**src/cbp_map.svh**
```systemverilog
// constants of the clocked serial block port: modes, clock selects, counts
// assumes the system clock is the high-frequency clock that feeds the divider
`ifndef CBP_MAP_SVH
`define CBP_MAP_SVH

// ==========================================================
// transfer mode field values
`define CBP_MODE_TX 2'h0
`define CBP_MODE_RX 2'h1

// ==========================================================
// clock select field values
`define CBP_SEL_D13 3'h0
`define CBP_SEL_D8 3'h1
`define CBP_SEL_D6 3'h2
`define CBP_SEL_D5 3'h3
`define CBP_SEL_D4 3'h4
`define CBP_SEL_D3 3'h5
`define CBP_SEL_D2 3'h6
`define CBP_SEL_EXT 3'h7

// ==========================================================
// half-period terminal counts (half period minus one, in system clocks)
`define CBP_HALF_D13 12'hFFF
`define CBP_HALF_D8 12'h07F
`define CBP_HALF_D6 12'h01F
`define CBP_HALF_D5 12'h00F
`define CBP_HALF_D4 12'h007
`define CBP_HALF_D3 12'h003
`define CBP_HALF_D2 12'h001

// ==========================================================
// bit order, bit counts, buffer, status reset value
`define CBP_DIR_MSB 1'h0
`define CBP_BIT_LAST 3'h7
`define CBP_BIT_SECOND 3'h1
`define CBP_MEM_DEPTH 32
`define CBP_STATUS_RST 6'h08

`endif

```
**src/cbp_pkg.sv**
```systemverilog
// types of the clocked serial block port
// assumes cbp_map.svh for numeric constants
package cbp_pkg;

  // ==========================================================
  // control and status carriers
  typedef struct packed {
    logic run_bit;
    logic abort_bit;
    logic [1:0] transfer_mode_field;
    logic bit_order_control;
    logic [2:0] clk_sel;
  } cbp_ctrl_t;

  typedef struct packed {
    logic busy_flag;
    logic shift_active_flag;
    logic transmit_buffer_empty_flag;
    logic receive_buffer_full_flag;
    logic transmit_error_flag;
    logic receive_error_flag;
  } cbp_status_t;

  // ==========================================================
  // engine states
  typedef enum logic [2:0] {
    st_idle = 3'b001,
    st_shift = 3'b010,
    st_hold = 3'b100
  } cbp_state_t;

endpackage

```
**src/cbp_buffer_mem.sv**
```systemverilog
// block data buffer: 32 bytes, one write port, registered read port
// assumes the caller arbitrates writers
`timescale 1ns/100ps
`include "cbp_map.svh"
module cbp_buffer_mem (
  input wire logic clock,
  input wire logic rst,
  input wire logic wr_en,
  input wire logic [4:0] wr_addr,
  input wire logic [7:0] wr_data,
  input wire logic [4:0] rd_addr,
  output logic [7:0] rd_data_q
);
  import cbp_pkg::*;

  logic [7:0] mem [0:`CBP_MEM_DEPTH-1];
  logic [7:0] rd_data_d;

  always_comb begin
    rd_data_d = mem[rd_addr];
  end

  always_ff @(posedge clock) begin
    if (wr_en) begin
      mem[wr_addr] <= wr_data;
    end
  end

  always_ff @(posedge clock or posedge rst) begin
    if (rst) begin
      rd_data_q <= 8'h00;
    end else begin
      rd_data_q <= rd_data_d;
    end
  end
endmodule

```
**src/cbp_clk_div.sv**
```systemverilog
// internal serial clock divider: one tick per half period of the serial clock
// assumes the select is steady while enabled
`timescale 1ns/100ps
`include "cbp_map.svh"
module cbp_clk_div (
  input wire logic clock,
  input wire logic rst,
  input wire logic enable,
  input wire logic [2:0] sel,
  output logic tick_q
);
  import cbp_pkg::*;

  logic [11:0] cnt_q;
  logic [11:0] cnt_d;
  logic [11:0] term;
  logic tick_d;

  always_comb begin
    case (sel)
      `CBP_SEL_D13: term = `CBP_HALF_D13;
      `CBP_SEL_D8: term = `CBP_HALF_D8;
      `CBP_SEL_D6: term = `CBP_HALF_D6;
      `CBP_SEL_D5: term = `CBP_HALF_D5;
      `CBP_SEL_D4: term = `CBP_HALF_D4;
      `CBP_SEL_D3: term = `CBP_HALF_D3;
      default: term = `CBP_HALF_D2;
    endcase
    tick_d = 1'b0;
    cnt_d = cnt_q + 12'h001;
    if (!enable) begin
      cnt_d = 12'h000;
    end else if (cnt_q >= term) begin
      cnt_d = 12'h000;
      tick_d = 1'b1;
    end
  end

  always_ff @(posedge clock or posedge rst) begin
    if (rst) begin
      cnt_q <= 12'h000;
      tick_q <= 1'b0;
    end else begin
      cnt_q <= cnt_d;
      tick_q <= tick_d;
    end
  end
endmodule

```
**src/cbp_port.sv**
```systemverilog
// clocked serial block port: block transmit and receive of 1 to 32 bytes
// assumes ctrl, byte count, buffer strobes come from logic on this clock
`timescale 1ns/100ps
`include "cbp_map.svh"
module cbp_port (
  input wire logic clock,
  input wire logic rst,
  input cbp_pkg::cbp_ctrl_t ctrl,
  input wire logic [4:0] byte_count_field,
  input wire logic buf_wr_en,
  input wire logic [7:0] buf_wr_data,
  input wire logic buf_rd_en,
  output logic [7:0] buf_rd_data,
  output cbp_pkg::cbp_status_t port_status,
  output logic transfer_interrupt,
  input wire logic sck_in,
  output logic sck_out,
  output logic sck_oe,
  input wire logic si_in,
  output logic so_out
);
  import cbp_pkg::*;

  // ==========================================================
  // pin synchronisers
  logic sck_s1_q, sck_s2_q, sck_s3_q, si_s1_q, si_s2_q;

  always_ff @(posedge clock or posedge rst) begin
    if (rst) begin
      sck_s1_q <= 1'b1;
      sck_s2_q <= 1'b1;
      sck_s3_q <= 1'b1;
      si_s1_q <= 1'b0;
      si_s2_q <= 1'b0;
    end else begin
      sck_s1_q <= sck_in;
      sck_s2_q <= sck_s1_q;
      sck_s3_q <= sck_s2_q;
      si_s1_q <= si_in;
      si_s2_q <= si_s1_q;
    end
  end

  // ==========================================================
  // shift clock selection
  cbp_state_t state_q, state_d;
  cbp_status_t stat_q, stat_d;
  logic ext_clk, div_en, div_tick, phase_q, phase_d, oe_d;
  logic lead, trail;

  assign ext_clk = (ctrl.clk_sel == `CBP_SEL_EXT);
  assign div_en = (state_q == st_shift) && !ext_clk && !ctrl.abort_bit;

  cbp_clk_div u_div (
    .clock(clock),
    .rst(rst),
    .enable(div_en),
    .sel(ctrl.clk_sel),
    .tick_q(div_tick)
  );

  always_comb begin
    lead = ext_clk ? (sck_s3_q && !sck_s2_q) : (div_tick && phase_q);
    trail = ext_clk ? (!sck_s3_q && sck_s2_q) : (div_tick && !phase_q);
    phase_d = phase_q;
    if (!div_en) begin
      phase_d = 1'b1;
    end else if (div_tick) begin
      phase_d = !phase_q;
    end
    oe_d = !ext_clk;
  end

  always_ff @(posedge clock or posedge rst) begin
    if (rst) begin
      phase_q <= 1'b1;
      sck_oe <= 1'b0;
    end else begin
      phase_q <= phase_d;
      sck_oe <= oe_d;
    end
  end
  assign sck_out = phase_q;

  // ==========================================================
  // buffer access
  logic [4:0] byte_q, byte_d, ptr_q, ptr_d;
  logic [2:0] bit_q, bit_d;
  logic [7:0] sh_q, sh_d, rx_next, tx_byte;
  logic mem_wr, eng_wr, tx_mode, rx_mode, last_byte, lead_bit, msb_bit;

  assign tx_mode = (ctrl.transfer_mode_field == `CBP_MODE_TX);
  assign rx_mode = (ctrl.transfer_mode_field == `CBP_MODE_RX);
  assign last_byte = (byte_q == byte_count_field);
  assign eng_wr = (state_q == st_shift) && trail && rx_mode && (bit_q == `CBP_BIT_LAST);
  assign mem_wr = eng_wr || (buf_wr_en && state_q == st_idle);

  cbp_buffer_mem u_mem (
    .clock(clock),
    .rst(rst),
    .wr_en(mem_wr),
    .wr_addr(eng_wr ? byte_q : ptr_q),
    .wr_data(eng_wr ? rx_next : buf_wr_data),
    .rd_addr((state_q == st_idle) ? ptr_q : byte_q),
    .rd_data_q(tx_byte)
  );
  assign buf_rd_data = tx_byte;

  always_comb begin
    msb_bit = tx_byte[3'h7 - bit_q];
    lead_bit = (ctrl.bit_order_control == `CBP_DIR_MSB) ? msb_bit : tx_byte[bit_q];
    rx_next = (ctrl.bit_order_control == `CBP_DIR_MSB) ? {sh_q[6:0], si_s2_q} :
      {si_s2_q, sh_q[7:1]};
  end

  // ==========================================================
  // transfer engine
  logic armed_q, armed_d, so_d, irq_d;

  always_comb begin
    state_d = state_q;
    stat_d = stat_q;
    byte_d = byte_q;
    bit_d = bit_q;
    ptr_d = ptr_q;
    sh_d = sh_q;
    so_d = so_out;
    irq_d = 1'b0;
    armed_d = armed_q || !ctrl.run_bit;
    case (state_q)
      st_idle: begin
        if (buf_wr_en) begin
          ptr_d = ptr_q + 5'h01;
          stat_d.transmit_buffer_empty_flag = 1'b0;
        end else if (buf_rd_en && stat_q.receive_buffer_full_flag) begin
          ptr_d = ptr_q + 5'h01;
          if (ptr_q == byte_count_field) begin
            // block fully read: next software write starts at entry 0
            ptr_d = 5'h00;
            stat_d.receive_buffer_full_flag = 1'b0;
          end
        end
        if (ctrl.run_bit && armed_q) begin
          state_d = st_shift;
          byte_d = 5'h00;
          bit_d = 3'h0;
          ptr_d = 5'h00;
          if (rx_mode) begin
            stat_d.receive_buffer_full_flag = 1'b0;
          end
        end
      end
      st_shift: begin
        if (lead && tx_mode) begin
          so_d = lead_bit;
          if (bit_q == `CBP_BIT_SECOND && last_byte) begin
            irq_d = 1'b1;
          end
        end
        if (trail) begin
          sh_d = rx_next;
          bit_d = bit_q + 3'h1;
          if (bit_q == `CBP_BIT_LAST) begin
            byte_d = byte_q + 5'h01;
            if (last_byte) begin
              if (tx_mode) begin
                stat_d.transmit_buffer_empty_flag = 1'b1;
              end else begin
                stat_d.receive_buffer_full_flag = 1'b1;
                irq_d = 1'b1;
              end
              state_d = ctrl.run_bit ? st_hold : st_idle;
            end else if (!ctrl.run_bit) begin
              state_d = st_idle;
            end
          end
        end
      end
      st_hold: begin
        if (!ctrl.run_bit) begin
          state_d = st_idle;
        end else if (ext_clk && tx_mode && lead) begin
          stat_d.transmit_error_flag = 1'b1;
          so_d = 1'b1;
        end else if (ext_clk && rx_mode && trail) begin
          bit_d = bit_q + 3'h1;
          if (bit_q == `CBP_BIT_LAST) begin
            stat_d.receive_error_flag = 1'b1;
          end
        end
      end
      default: state_d = st_idle;
    endcase
    if (ctrl.abort_bit) begin
      state_d = st_idle;
      stat_d = `CBP_STATUS_RST;
      armed_d = 1'b0;
      byte_d = 5'h00;
      bit_d = 3'h0;
      ptr_d = 5'h00;
      so_d = 1'b1;
      irq_d = 1'b0;
    end
    stat_d.busy_flag = (state_d != st_idle);
    stat_d.shift_active_flag = (state_d == st_shift);
  end

  always_ff @(posedge clock or posedge rst) begin
    if (rst) begin
      state_q <= st_idle;
      stat_q <= `CBP_STATUS_RST;
      byte_q <= 5'h00;
      bit_q <= 3'h0;
      ptr_q <= 5'h00;
      sh_q <= 8'h00;
      so_out <= 1'b1;
      transfer_interrupt <= 1'b0;
      armed_q <= 1'b0;
    end else begin
      state_q <= state_d;
      stat_q <= stat_d;
      byte_q <= byte_d;
      bit_q <= bit_d;
      ptr_q <= ptr_d;
      sh_q <= sh_d;
      so_out <= so_d;
      transfer_interrupt <= irq_d;
      armed_q <= armed_d;
    end
  end
  assign port_status = stat_q;
endmodule

```
**config.mk**
```make
export PLATFORM = sky130hd
export DESIGN_NAME = cbp_port
export DESIGN_NICKNAME = d
export VERILOG_FILES = /design/src/cbp_pkg.sv /design/src/cbp_buffer_mem.sv /design/src/cbp_clk_div.sv /design/src/cbp_port.sv
export VERILOG_INCLUDE_DIRS = /design/src
export SDC_FILE = /design/constraint.sdc
export NUM_CORES = 1
export LEC_CHECK = 0
export BUFFER_PORTS_ARGS = -buffer_cell sky130_fd_sc_hd__buf_2
export CAP_MARGIN = 5
export CELL_PAD_IN_SITES_DETAIL_PLACEMENT = 1
export CELL_PAD_IN_SITES_GLOBAL_PLACEMENT = 1
export CORE_MARGIN = 2
export CORE_UTILIZATION = 45
export DETAILED_ROUTE_END_ITERATION = 8
export GPL_ROUTABILITY_DRIVEN = 0
export HOLD_SLACK_MARGIN = 0.06
export PLACE_DENSITY_LB_ADDON = 0.3
export REMOVE_ABC_BUFFERS = 1
export SLEW_MARGIN = 5
export SYNTH_ARGS = -nofsm -noshare
export SYNTH_HDL_FRONTEND = slang
export SYNTH_SLANG_ARGS = --single-unit
```
**constraint.sdc**
```tcl
create_clock -name clock -period 3.4 [get_ports clock]
set_input_delay 0.34 -clock clock [delete_from_list [all_inputs] [get_ports clock]]
set_output_delay 0.34 -clock clock [all_outputs]
set_load 0.02 [all_outputs]
```
==> results of run 1 <==
## layer usage
metal	vias to the layer above	global-route usage
met2	343	0.391
met5	-	0
met1	4922	0.327
met3	86	0.0432
met4	0	0.103
li1	4213	-
## stage by stage
stage	instance area (µm²)	total power, mW	TNS [ns]	util
after floorplan	14600	4.74	-6.42	-
after global placement	15900	5.00	0	0.488
after detailed placement	15900	5.01	0	0.488
after CTS	17100	8.87	0	0.526
after global routing	17100	9.06	0	0.526
final	17100	8.81	0	0.526
## state kept, by name (all words and copies together) (netlist names)
signal	cells
armed_q	1
bit_q	3
byte_q	5
port_status	6
ptr_q	5
sck_oe	1
sck_out	1
sck_s1_q	1
sck_s2_q	1
sck_s3_q	1
sh_q	8
si_s1_q	1
si_s2_q	1
so_out	1
state_q	3
transfer_interrupt	1
u_div.cnt_q	12
u_div.tick_q	1
u_mem.mem	256
u_mem.rd_data_q	8
## cell usage in the layout, fill, tap and decap left out, types with 9 or more instances in the layout
cell type                     n
sky130_fd_sc_hd__edfxtp_1   256
sky130_fd_sc_hd__mux4_2      52
sky130_fd_sc_hd__a211oi_1    13
sky130_fd_sc_hd__mux4_1       9
sky130_fd_sc_hd__inv_1       10
sky130_fd_sc_hd__xor2_1      10
sky130_fd_sc_hd__mux2_2      22
sky130_fd_sc_hd__o21ai_0     31
sky130_fd_sc_hd__clkbuf_16   39
sky130_fd_sc_hd__buf_2       44
sky130_fd_sc_hd__nand3_1     25
sky130_fd_sc_hd__xnor2_1     12
sky130_fd_sc_hd__nor2_1      72
sky130_fd_sc_hd__a32oi_1     11
sky130_fd_sc_hd__and2_1      12
sky130_fd_sc_hd__nor3_1      16
sky130_fd_sc_hd__mux2i_1     79
sky130_fd_sc_hd__a31oi_1     11
sky130_fd_sc_hd__dfrtp_1     52
sky130_fd_sc_hd__nor3b_1      9
sky130_fd_sc_hd__clkbuf_1    13
sky130_fd_sc_hd__ha_1        17
sky130_fd_sc_hd__a21oi_1     23
sky130_fd_sc_hd__buf_4       61
sky130_fd_sc_hd__nand2_1    102
## timing repair
action,4_1_cts,5_1_grt
hold endpoints to repair,29,0
hold buffers,3,0
buffers inserted,0,0
## synthesized netlist by cell type, types with 10 or more instances
cell type / number / area share
sky130_fd_sc_hd__edfxtp_1: 256 / 0.51
sky130_fd_sc_hd__nand2_1: 102 / 0.026
sky130_fd_sc_hd__mux2i_1: 80 / 0.054
sky130_fd_sc_hd__nor2_1: 72 / 0.018
sky130_fd_sc_hd__dfrtp_1: 54 / 0.090
sky130_fd_sc_hd__mux4_2: 52 / 0.078
sky130_fd_sc_hd__a21oi_1: 31 / 0.010
sky130_fd_sc_hd__o21ai_0: 31 / 0.010
sky130_fd_sc_hd__clkbuf_1: 28 / 0.0070
sky130_fd_sc_hd__nand3_1: 25 / 0.0084
sky130_fd_sc_hd__mux2_2: 22 / 0.017
sky130_fd_sc_hd__ha_1: 17 / 0.014
sky130_fd_sc_hd__nor3_1: 16 / 0.0054
sky130_fd_sc_hd__a211oi_1: 13 / 0.0065
sky130_fd_sc_hd__and2_1: 12 / 0.0050
sky130_fd_sc_hd__xnor2_1: 12 / 0.0070
sky130_fd_sc_hd__a31oi_1: 11 / 0.0046
sky130_fd_sc_hd__a32oi_1: 11 / 0.0064
sky130_fd_sc_hd__inv_1: 11 / 0.0028
sky130_fd_sc_hd__xor2_1: 10 / 0.0059
## worst paths after layout
path / startpoint / to
worst min register to register: si_s1_q / si_s2_q
max in group asynchronous: rst / so_out
worst min-delay path: ctrl[7] / armed_q
min in group asynchronous: rst / ptr_q[3]
worst max-delay path: state_q[0] / u_mem.rd_data_q[7]
worst max register to register: state_q[0] / u_mem.rd_data_q[7]
## layout make-up
cell class | count | area share
clock inverter | 12 | 0.00679
sequential | 317 | 0.538
tap | 442 | 0.0323
timing repair buffer | 112 | 0.0460
inverter | 11 | 0.00241
clock buffer | 55 | 0.0622
multi-input combinational | 644 | 0.312
## power groups by stage
stage / logic, mW / clock network, mW / registers (mW)
finish: 0.642 / 3.87 / 4.30
global placement: 0.626 / 0 / 4.37
CTS: 0.645 / 3.93 / 4.29
floorplan: 0.360 / 0 / 4.38
detailed placement: 0.640 / 0 / 4.37
global route: 0.688 / 4.07 / 4.30
## cells by family (layout without fill, tap and decap cells)
family / count (synthesis) / count (layout) / share of synthesized area
AND/OR/NAND/NOR: 289 / 289 / 0.0944
multiplexers: 164 / 164 / 0.165
flip-flops: 317 / 317 / 0.617
XOR/XNOR: 22 / 22 / 0.0129
AO/OA/AOI/OAI: 152 / 152 / 0.0692
buffers and inverters: 68 / 190 / 0.0267
adder cells (fa/ha/maj): 17 / 17 / 0.0142
## critical path, cell delays in order, from the launching register on
cell and delay [ns]:
sky130_fd_sc_hd__dfstp_2 0.57, sky130_fd_sc_hd__or3b_1 0.52, sky130_fd_sc_hd__a21oi_4 0.30, sky130_fd_sc_hd__buf_12 0.26, sky130_fd_sc_hd__mux4_1 0.57, sky130_fd_sc_hd__and2_1 0.17, sky130_fd_sc_hd__a211oi_1 0.58, sky130_fd_sc_hd__nor4b_2 0.10
==> impl_metrics.toml, run 1 <==
[route]
remaining_drc_errors = 0
wl_met2_um = 19200
wl_met1_um = 17200
wl_per_cell_um = 25.6
detail_route.wirelength_um = 40800
maxUsedRoutingLayer = "met4"
met3_length_um = 2590
antenna_left = 0
detailedRoute.firstIterationViolations = 700
detail_route.vias_per_cell = 6.00
dr_total_vias = 9564
drtPass1Iterations = 5

[clock_network]
clk-insertion-delay-late_ns = 0.52
clock_path_buffers = 3
cts.reportedPaths.clkPinSlew_ns = 0.06
inserted_clock_buffers = 37
sinks_on_clock_net = 317
cts_root_buf = "sky130_fd_sc_hd__clkbuf_16"
post_cts.resized_instances = 0
cts_tree = "done"
htree_levels = 2

[finish]
fillCellCount = 3163
drive_above_1_share = 0.232
area_delta_synth_final_pct = 14.7
fin_nets = 1167
stdcell_count = 1593
seq_area_mm2 = 0.00923
area_of_the_multi_input_gates_mm2 = 0.00535
antenna-diode-count = 0

[critical_path]
critical_path_required_ns = 3.77
critPathArrivalTime_ns = 3.61
crit_path_start_kind = "flip-flop"
r2r_cells = 7
path_max_fanout = 26
worst-r2r-setup-slack_ns = 0.17
timing_worst_setup_path_type = "flip-flop to flip-flop"
end_kind = "flip-flop"

[power_and_ir_drop]
combinationalPowerShare = 0.073
switching_power_mw = 1.98
clock_power_share = 0.439
power.share.switching = 0.225
power_density_mw_per_mm2 = 514
power_leakage_nw = 6.14
ir_worst_vdd_mv = 0.262
share_seq_of_total_power = 0.488
internal_power_mw = 6.83

[placed_design]
port_buffer_count = 44
placed_cells_incl_taps = 1523
pre_cts_worst_setup_slack_ns = 0.230
detailedPlacementHpwl_um = 27400

[floorplan]
die_w_um = 186
die_area_mm2 = 0.0347
fp-row-count = 66
ioPinCount = 45
fp.coreArea_mm2 = 0.0326
initial_utilization = 0.458
die_height_um = 186

[global_routing]
grt_max_degree = 49
number_of_antenna_violations_at_the_first_check_in_global_routing = 0
first_global_vias = 10036
globalRoute.totalOverflow = 0
grt_pass1_wl_um = 62100
grtUsageTotal = 0.243

[sta]
setup_ws_ns = 0.167
report.final.slew_viol_count = 0
unrepaired_setup_endpoints_after_global_routing = "no"
finalHoldViolCount = 0
hold_slack_ns = 0.135
worst_pin_slew_ns = 0.915
final_min_period_over_clock_period = 0.951
final_setup_vio_count = 0
finClkSkew_ns = 0.0229
period_minus_slack_ns = 3.23
slew_headroom = 0.386
max_freq_ghz = 0.309

[synthesis]
netlist_instances = 1029
synth-seq-cells = 317
syn_area_mm2 = 0.0149
synth_async_sr_flop_share = 0.192
synthFlopType = "sky130_fd_sc_hd__edfxtp_1"
ys_warn_count = 0
postSynthAreaPerCell_um2 = 14.5
number_of_enable_flip_flop_cells_after_synthesis = 256
number_of_unique_standard_cell_types_used_by_synthesis = 74
yosysSeqAreaShare = 0.617

[run_status]
run_status = "completed"

[flow_run]
timing.max_cap.violations = 0

[worst_hold_path]
min_delay_path_depth = 2
hp-class = "input port to flip-flop"
Note: power is estimated with default switching activity, not from simulation.
==> run 2: changes to the inputs <==
==> constraint.sdc (replaced) <==
create_clock -name clock -period 3.4 [get_ports clock]
set_input_delay 0.85 -clock clock [delete_from_list [all_inputs] [get_ports clock]]
set_output_delay 0.85 -clock clock [all_outputs]
set_load 0.02 [all_outputs]
==> run 2 against run 1 <==
Against the previous run:
- count of clock-buffer cells in the layout is 9 lower
- clock skew fell by 0.0014 ns
- hold slack better by 0.21 ns
- non-clock buffer count up 27
- flip-flop and latch count did not move
- first-iteration DRC count grew 1.7%
- clock power is 4% higher
- die area unchanged
- fmax fell by 3.0%
- critical path type unchanged
- largest cell class unchanged
- largest power group unchanged
- highest routed layer unchanged
==> impl_metrics.toml, run 2 (synthesis results as in run 1) <==
[run_status]
run_status = "completed"

[clock_network]
cts_hold_buf = 0
inserted_clock_buffers = 37
cts_root_buf = "sky130_fd_sc_hd__clkbuf_16"
clock_path_buffers = 3
cts_tree = "done"
clk-insertion-delay-late_ns = 0.53
post_cts.repair.setup_buffers = 0
cts.reportedPaths.clkPinSlew_ns = 0.06
post_cts.resized_instances = 0
htree_levels = 2
sinks_on_clock_net = 317

[sta]
worst_pin_slew_ns = 1.03
sum_of_negative_setup_slack_ns = 0
max_freq_ghz = 0.300
hold_slack_ns = 0.346
period_minus_slack_ns = 3.33
final_min_period_over_clock_period = 0.981
slew_headroom = 0.311
finalHoldViolCount = 0
setup_ws_ns = 0.0653
finClkSkew_ns = 0.0215
report.final.slew_viol_count = 0
final_setup_vio_count = 0
unrepaired_setup_endpoints_after_global_routing = "no"

[route]
dr_total_vias = 9725
antenna_left = 0
drtPass1Iterations = 5
detail_route.vias_per_cell = 6.00
detail_route.wirelength_um = 41700
detailedRoute.firstIterationViolations = 712
wl_per_cell_um = 25.7
remaining_drc_errors = 0

[floorplan]
die_w_um = 186
initial_utilization = 0.458
die_height_um = 186
fp-row-count = 66
die_area_mm2 = 0.0347
fp.coreArea_mm2 = 0.0326
ioPinCount = 45

[critical_path]
critical-path-top-delay-family = "simple AND/OR/NAND/NOR gates"
r2r_cells = 8
critical_path.max_stage_delay_ns = 0.57
crit_path_cell_chain = "or3b_1 -> a21oi_4 -> buf_12 -> buf_4 -> mux2i_1 -> mux2_2 -> a22oi_1 -> and4b_1"
timing.critical_path.slowest_stage_cell = "sky130_fd_sc_hd__dfstp_2"
timing_worst_setup_path_type = "flip-flop to flip-flop"
worst-path-stages = 8
worst-r2r-setup-slack_ns = 0.07
path_max_fanout = 39
end_kind = "flip-flop"
critical_path_required_ns = 3.81
crit_path_start_kind = "flip-flop"
critPathBufInv = 2
critPathArrivalTime_ns = 3.74

[global_routing]
grtUsageTotal = 0.246
number_of_antenna_violations_at_the_first_check_in_global_routing = 1
grt_pass1_wl_um = 62700
first_global_vias = 10086
grt_max_degree = 40
globalRoute.totalOverflow = 0

[finish]
fin_util = 0.536
finalInstanceArea_mm2 = 0.0175
most_frequent_standard_cell_in_the_layout_excluding_fill_and_tap_cells = "sky130_fd_sc_hd__edfxtp_1"
largest_register_ff_count = 256
reg_with_most_ffs = "u_mem.mem"
layout_common_cells = "sky130_fd_sc_hd__edfxtp_1, sky130_fd_sc_hd__nand2_1, sky130_fd_sc_hd__buf_4, sky130_fd_sc_hd__mux2i_1, sky130_fd_sc_hd__nor2_1"
fin_nets = 1194
area_delta_synth_final_pct = 16.9
drive_above_1_share = 0.258
largest_registers = "u_mem.mem: 256 flops, u_div.cnt_q: 12 flops"
fillCellCount = 3178

[power_and_ir_drop]
power_leakage_nw = 6.33
power_density_mw_per_mm2 = 514
ir_worst_vdd_mv = 0.376

[worst_hold_path]
hp-class = "flip-flop to flip-flop"
min_delay_path_depth = 0

[placed_design]
detailedPlacementHpwl_um = 28500
detailed_place.area_mm2 = 0.0162
port_buffer_count = 44
pre_cts_worst_setup_slack_ns = -0.0473

[flow_run]
timing.max_cap.violations = 0
-- run 2: changes by cell type in the layout (fill, tap and decap cells not counted), sizes merged --
cell | previous run | this run
dlygate4sd3 | 3 | 0
clkinvlp | 1 | 2
buf | 109 | 139
diode | 0 | 1
clkbuf | 55 | 46
clkinv | 8 | 15
bufinv | 2 | 4
-- run 2: layout make-up --
type	count	area (µm²)	share of cell area
flip-flops and latches	317	9230	0.528
multi-input cells	644	5360	0.307
repair buffers	139	1060	0.0606
clock buffers	46	1010	0.0579
well taps	442	553	0.0317
clock inverters	22	215	0.0123
inverters	11	41.3	0.00236
diodes	1	2.50	0.000143
-- run 2: path summary, 6_finish.rpt --
path,from,to
min in group asynchronous,rst,port_status[2]
hold reg to reg,si_s1_q,si_s2_q
setup / recovery,state_q[0],u_mem.rd_data_q[5]
hold / removal,si_s1_q,si_s2_q
setup reg to reg,state_q[0],u_mem.rd_data_q[5]
max in group asynchronous,rst,sck_out
-- run 2: through the flow --
step / total power, mW / instances
6_report: 8.99 / 1622
5_1_grt: 9.24 / 1621
4_1_cts: 9.05 / 1621
3_5_place_dp: 5.04 / 1553
3_3_place_gp: 5.03 / 1553
2_1_floorplan: 4.74 / 972
-- run 2: layer usage --
metal  track usage  wire, µm  vias to the layer above
li1              -         -                     4261
met1         0.325     17200                     5021
met2         0.423     20600                      364
met3        0.0345      2730                       79
met4        0.0781      1150                        0
met5             0         0                        -
-- run 2: where the power goes --
| part | switching (mW) | leakage (nW) | internal (mW) | total, mW |
|---|---|---|---|---|
| Clock | 1.60 | 0.601 | 2.42 | 4.02 |
| Sequential | 0.0313 | 3.10 | 4.24 | 4.28 |
| Combinational | 0.401 | 2.63 | 0.289 | 0.691 |
-- run 2: worst reg2reg max path: cells and delay by family (launching register included) --
family,cells,cell delay (ns)
compound gates,2,0.71
buf+inv,2,0.59
mux,2,0.39
flops,1,0.57
simple gates,2,0.96
